==> config.mk <==
export PLATFORM = sky130hd
export DESIGN_NAME = spl_latch
export DESIGN_NICKNAME = d
export VERILOG_FILES = /design/src/spl_pkg.sv /design/src/spl_buf2.sv /design/src/spl_latch.sv
export SDC_FILE = /design/constraint.sdc
export NUM_CORES = 1
export LEC_CHECK = 0
export ABC_AREA = 1
export BUFFER_PORTS_ARGS = -buffer_cell sky130_fd_sc_hd__buf_2
export CAP_MARGIN = 20
export CORE_MARGIN = 2
export CORE_UTILIZATION = 57
export DETAILED_ROUTE_END_ITERATION = 6
export PLACE_DENSITY_LB_ADDON = 0.08
export SLEW_MARGIN = 20
export SYNTH_ARGS = -nofsm -noshare
export SYNTH_HDL_FRONTEND = slang
export SYNTH_SLANG_ARGS = --single-unit
==> constraint.sdc <==
create_clock -name clock_i -period 1.8 [get_ports clock_i]
set_input_delay 0.54 -clock clock_i [delete_from_list [all_inputs] [get_ports clock_i]]
set_output_delay 0.54 -clock clock_i [all_outputs]
set_load 0.01 [all_outputs]
==> src/spl_pkg.sv <==
// constants shared by the serial-in parallel-out latch and its buffer
package spl_pkg;
	// stage count of the shift chain and of the storage register
	localparam int          SPL_WIDTH    = 8;
	// depth of the buffer between the shift chain and the storage register
	localparam int          SPL_DEPTH    = 2;
	// positions of the pin inputs inside the synchroniser vectors
	localparam int          SPL_IDX_SER  = 0;
	localparam int          SPL_IDX_SCLK = 1;
	localparam int          SPL_IDX_RCLK = 2;
	localparam int          SPL_IDX_CLR  = 3;
	localparam int          SPL_IDX_OE   = 4;
	localparam int          SPL_PINS     = 5;
	// reset value of the synchronisers: clocks low, clear active, outputs off
	localparam logic [4:0]  SPL_SYNC_RST = 5'h10;
	// system clock period in nanoseconds, for reference in the latency figures
	localparam int          SPL_CLK_NS   = 25;
endpackage

==> src/spl_buf2.sv <==
// small first-in first-out buffer with valid and ready on both sides
`timescale 1ns/1ps
module spl_buf2
	import spl_pkg::*;
#(
	parameter int WIDTH = SPL_WIDTH,
	parameter int DEPTH = SPL_DEPTH
) (
	// clock and reset
	input  wire logic             clock_i,
	input  wire logic             reset_n_i,
	// filling side
	input  wire logic             in_valid_i,
	output logic                  in_ready_o,
	input  wire logic [WIDTH-1:0] in_data_i,
	// draining side
	output logic                  out_valid_o,
	input  wire logic             out_ready_i,
	output logic      [WIDTH-1:0] out_data_o
);
	localparam int PW = (DEPTH > 1) ? $clog2(DEPTH) : 1;
	localparam int CW = $clog2(DEPTH + 1);

	// pointers wrap freely, so only powers of two are served
	if (DEPTH < 2 || (DEPTH & (DEPTH - 1)) != 0 || WIDTH < 1) begin : g_check
		$error("spl_buf2: DEPTH must be a power of two of at least 2");
	end

	typedef struct packed {
		logic [DEPTH-1:0][WIDTH-1:0] mem;
		logic [PW-1:0]               wr;
		logic [PW-1:0]               rd;
		logic [CW-1:0]               cnt;
	} spl_buf_s;

	spl_buf_s s;
	spl_buf_s next_s;
	logic     push;
	logic     pop;

	// honest full and empty straight from the occupancy count
	assign in_ready_o  = (s.cnt != CW'(DEPTH));
	assign out_valid_o = (s.cnt != '0);
	assign out_data_o  = s.mem[s.rd];
	assign push        = in_valid_i & in_ready_o;
	assign pop         = out_valid_o & out_ready_i;

	// next state of pointers, count and storage
	always_comb begin
		next_s = s;
		if (push) begin
			next_s.mem[s.wr] = in_data_i;
			next_s.wr        = s.wr + PW'(1);
		end
		if (pop) begin
			next_s.rd = s.rd + PW'(1);
		end
		if (push && !pop) begin
			next_s.cnt = s.cnt + CW'(1);
		end else if (pop && !push) begin
			next_s.cnt = s.cnt - CW'(1);
		end
	end

	// state register, synchronous reset empties the buffer
	always_ff @(posedge clock_i) begin
		if (!reset_n_i) begin
			s <= '0;
		end else begin
			s <= next_s;
		end
	end
endmodule

==> src/spl_latch.sv <==
// serial-in parallel-out shift chain with storage register and gated outputs
// How it works
// - eight-stage shift chain feeds eight-bit storage register
// - storage bits drive parallel outputs when enabled
// - enable high floats outputs; cascade never floats
// - each register acts on its own rising clock
// - clear low zeroes shift chain, overriding shifts
// - shift edge: first takes input, others shift
// - storage edge captures all shift stages together
// - tied clocks: storage lags shift by one
// - serial cascade output feeds next device
`timescale 1ns/1ps
module spl_latch
	import spl_pkg::*;
#(
	parameter int WIDTH = SPL_WIDTH,
	parameter int DEPTH = SPL_DEPTH
) (
	// clock and reset
	input  wire logic             clock_i,
	input  wire logic             reset_n_i,
	// pins from the driving controller, asynchronous to clock_i
	input  wire logic             serial_in_i,
	input  wire logic             shift_clock_i,
	input  wire logic             store_clock_i,
	input  wire logic             shift_clear_n_i,
	input  wire logic             output_enable_n_i,
	// parallel three-state outputs, split into value and enable
	output logic      [WIDTH-1:0] parallel_out_o,
	output logic      [WIDTH-1:0] parallel_oe_o,
	// cascade output, always driven
	output logic                  cascade_out_o
);
	if (WIDTH < 2) begin : g_check
		$error("spl_latch: WIDTH must be at least 2");
	end

	typedef struct packed {
		logic [SPL_PINS-1:0] sync1;   // first synchroniser stage
		logic [SPL_PINS-1:0] sync2;   // second synchroniser stage
		logic                sclk_d;  // delayed shift clock for edge detect
		logic                rclk_d;  // delayed store clock for edge detect
		logic [WIDTH-1:0]    shift;   // shift chain, bit 0 is the first stage
		logic [WIDTH-1:0]    storage; // storage register
		logic                drive;   // parallel drivers enabled
	} spl_latch_s;

	spl_latch_s       s;
	spl_latch_s       next_s;
	logic             ser_s;
	logic             shift_rise;
	logic             store_rise;
	logic             clear;
	logic             buf_in_ready;
	logic             buf_out_valid;
	logic [WIDTH-1:0] buf_out_data;

	// decoded pin events, only ever from the second synchroniser stage
	assign ser_s      = s.sync2[SPL_IDX_SER];
	assign shift_rise = s.sync2[SPL_IDX_SCLK] & ~s.sclk_d;
	assign store_rise = s.sync2[SPL_IDX_RCLK] & ~s.rclk_d;
	assign clear      = ~s.sync2[SPL_IDX_CLR];

	// snapshot of the chain travels through the buffer to the storage register;
	// the snapshot is taken before this cycle's shift lands, so tied clocks lag
	spl_buf2 #(
		.WIDTH (WIDTH),
		.DEPTH (DEPTH)
	) u_buf (
		.clock_i     (clock_i),
		.reset_n_i   (reset_n_i),
		.in_valid_i  (store_rise),
		.in_ready_o  (buf_in_ready),
		.in_data_i   (s.shift),
		.out_valid_o (buf_out_valid),
		.out_ready_i (1'b1),
		.out_data_o  (buf_out_data)
	);

	// next state of synchronisers, shift chain, storage and output drive
	always_comb begin
		next_s        = s;
		next_s.sync1  = {output_enable_n_i, shift_clear_n_i, store_clock_i,
			shift_clock_i, serial_in_i};
		next_s.sync2  = s.sync1;
		next_s.sclk_d = s.sync2[SPL_IDX_SCLK];
		next_s.rclk_d = s.sync2[SPL_IDX_RCLK];
		if (clear) begin
			next_s.shift = '0; // clear wins over any shift edge
		end else if (shift_rise) begin
			next_s.shift = {s.shift[WIDTH-2:0], ser_s};
		end
		// clear has no path here, storage moves only on a buffered snapshot
		if (buf_out_valid) begin
			next_s.storage = buf_out_data;
		end
		next_s.drive = ~s.sync2[SPL_IDX_OE];
	end

	// state register with synchronous reset
	always_ff @(posedge clock_i) begin
		if (!reset_n_i) begin
			s         <= '0;
			s.sync1   <= SPL_SYNC_RST;
			s.sync2   <= SPL_SYNC_RST;
		end else begin
			s <= next_s;
		end
	end

	// outputs straight from flip-flops; the enable never touches the cascade
	assign parallel_out_o = s.storage;
	assign parallel_oe_o  = {WIDTH{s.drive}};
	assign cascade_out_o  = s.shift[WIDTH-1];
endmodule

==> flow_summary.yaml <==
setup_path:
  critPathLaunch: "u_buf.s[0]"
  crit_path_top_delay_cell: "dfxtp_1"
  path_delay_family: "simple AND/OR/NAND/NOR gates"
  path_common_cell: "inv_1"
  path_max_fanout: 19
  slowest_delay_ns: 0.40
  path_buf_inv: 4
  path_class: "reg -> reg"
  cp_cell_sequence: "inv_1 > nand2_4 > nand2_1 > inv_1 > ha_1 > inv_1 > nand3_1 > nand2_1 > inv_1 > nor2_1"
  r2r_start: "u_buf.s[0]"
  crit_required_ns: 2.04
  end_kind: "register"
  crit_arrival_ns: 1.74
  startpoint_type: "register"
sta:
  worst_slack_ns: 0.2970
  max_slew_margin_pct: 66.50
  worstMarginPinSlew_ns: 0.5018
  setup_viol: 0
  rsz0062_at_grt: "no"
  min_period_ns: 1.503
  maxSlewViolCount: 0
  hold_violations: 0
  finalClockSkew_ns: 0.003984
  fin_crit_sh_pct: 83.50
  tns_ns: 0
  clock.fmax_mhz: 665.4
clocking:
  cts_tree: "yes"
  cts-root-buf: "clkbuf_8"
  htree_levels: 2
  cts.sinks: 49
  cts-buffers-inserted: 5
  cts_resized: 0
  cts_buffer_depth: 2
  clk_pin_slew_ns: 0.08
  cts_hold_buf: 0
  cts_setup_buffers: 0
  clk-insertion-delay-late_ns: 0.30
synth:
  syn_area_mm2: 0.002137
  synth.distinct_cells: 21
  netlist_instances: 284
  ys_seq_area_share_pct: 45.90
  synth_seq_cells: 49
  synth_top_area_share_pct: 45.90
  yosysWarnings: 0
  syn_nets: 292
  yosysTopAreaCell: "dfxtp_1"
  avgSynthCellArea_um2: 7.525
  synth_area_leaders: "dfxtp_1, inv_1, nand2_1, buf_4, nand4_1"
cells_and_area:
  fin_nets: 299
  diodes: 0
  layout-drive-gt1-share_pct: 14.73
  synthToLayoutAreaGrowth_pct: 5.152
  final_cells: 340
  nFillCells: 374
floorplan:
  num_rows: 22
  initial_utilization_pct: 58.82
  fp.dieW_um: 65.23
  ios: 24
  die_y_um: 65.23
  die-area_mm2: 0.004255
  core_region_area_mm2: 0.003633
grt:
  antenna_found_initial: 0
  grt_max_degree: 28
  grt_pass1_vias: 1372
  grt_use_total_pct: 18.48
  grt_pass1_wl_mm: 6.078
  overflow: 0
route:
  viasPerCell: 4.609
  firstDrtPassIters: 4
  drt_iter0_markers: 58
  routed_wl_mm: 3.347
  drc: 0
  post_drt_wl_per_cell_um: 9.844
  ant_nets: 0
  via_count: 1567
placed_design:
  hpwl_mm: 2.286
  io_buffers: 23
  routabilityCongestion: 0.7522
  dp_worst_setup_slack_ns: 0.3465
  place_inst: 332
power:
  cellLeakagePower_uw: 0.001107
  pwr-share-comb_pct: 26.4
  p_sw_share_pct: 33.46
  p_int_uw: 1851
  p_switching_uw: 931.0
  ir_drop_mv: 0.6108
  powerDensity_mw_per_mm2: 1238
  seqPwrFrac_pct: 49.0
  clock_power_share_pct: 24.6
worst_hold_path:
  min_path_type: "reg -> reg"
  worstHoldStart: "s[23]"
flow_run:
  cap_violations: 0
status:
  outcome: "finished, final reports clean"
==> power by group through the flow <==
stage	Combinational, uW	Sequential [uW]	Clock [uW]
finish	735	1360	685
global route	859	1390	749
CTS	745	1370	709
detailed placement	741	1390	0
global placement	725	1390	0
floorplan	770	1340	0
==> final cells by class <==
type | count | area [um2] | share of cell area, %
Sequential cell | 49 | 980.9 | 43.65
Multi-Input combinational cell | 147 | 730.7 | 32.52
Inverter | 61 | 229.0 | 10.19
Timing Repair Buffer | 27 | 145.1 | 6.459
Clock buffer | 7 | 96.34 | 4.287
Tap cell | 48 | 60.06 | 2.673
Clock inverter | 1 | 5.005 | 0.2227
==> final timing paths <==
kind	to	slack, ns	cells past startpoint
max	u_buf.s[1]	0.30	10
min	parallel_oe_o[0]	0.38	1
max reg2reg	u_buf.s[1]	0.30	10
min reg2reg	parallel_oe_o[0]	0.38	1
==> sequential cells by signal (all words and copies together) (netlist names) <==
register,count
cascade_out_o,1
u_buf.s,20
parallel_out_o,8
s,12
next_s,7
parallel_oe_o,1
==> synthesized netlist by cell type (all sizes together) <==
cell type	number
nor2	28
ha	1
or2	2
buf	26
a21oi	11
nand4	17
dfxtp	49
clkbuf	1
inv	60
nand3	3
a211oi	8
o21ai	18
nand2	59
clkinv	1
==> metrics by stage <==
step	util, %	cell area (um2)	total power (uW)	hold slack (ns)
2_1_floorplan	-	2137	2106	0.3682
3_3_place_gp	59.06	2146	2110	0.3700
3_5_place_dp	59.06	2146	2129	0.3726
4_1_cts	61.85	2247	2820	0.3856
5_1_grt	61.85	2247	2996	0.4175
6_report	61.85	2247	2782	0.3847
==> layer usage <==
layer | track usage (%) | vias to the layer above | part of all wire [%]
met1 | 24.27 | 676 | 51
met5 | 0 | - | 0
li1 | - | 867 | -
met4 | 7.813 | 0 | 1.8
met2 | 29.34 | 18 | 45
met3 | 4.110 | 6 | 2.7
==> cells in the final DEF, fill, tap and decap left out <==
cell type  count
inv_1         59
nand2_1       58
dfxtp_1       49
nor2_1        27
buf_2         23
nand4_1       17
o21ai_0       17
a21oi_1       11
a211oi_1       8
clkbuf_8       7
buf_4          4
nand3_4        2
or2_2          2
nor2_8         1
nand2_4        1
clkinv_1       1
inv_2          1
o21ai_2        1
nand3_1        1
ha_1           1
clkinv_2       1
==> cell families after synthesis <==
family                   synth area share, %
AND/OR/NAND/NOR                        23.83
buffers and inverters                  19.91
flip-flops                             45.90
AO/OA/AOI/OAI                          9.777
adder cells (fa/ha/maj)               0.5854
Note: power is estimated with default switching activity, not from simulation.
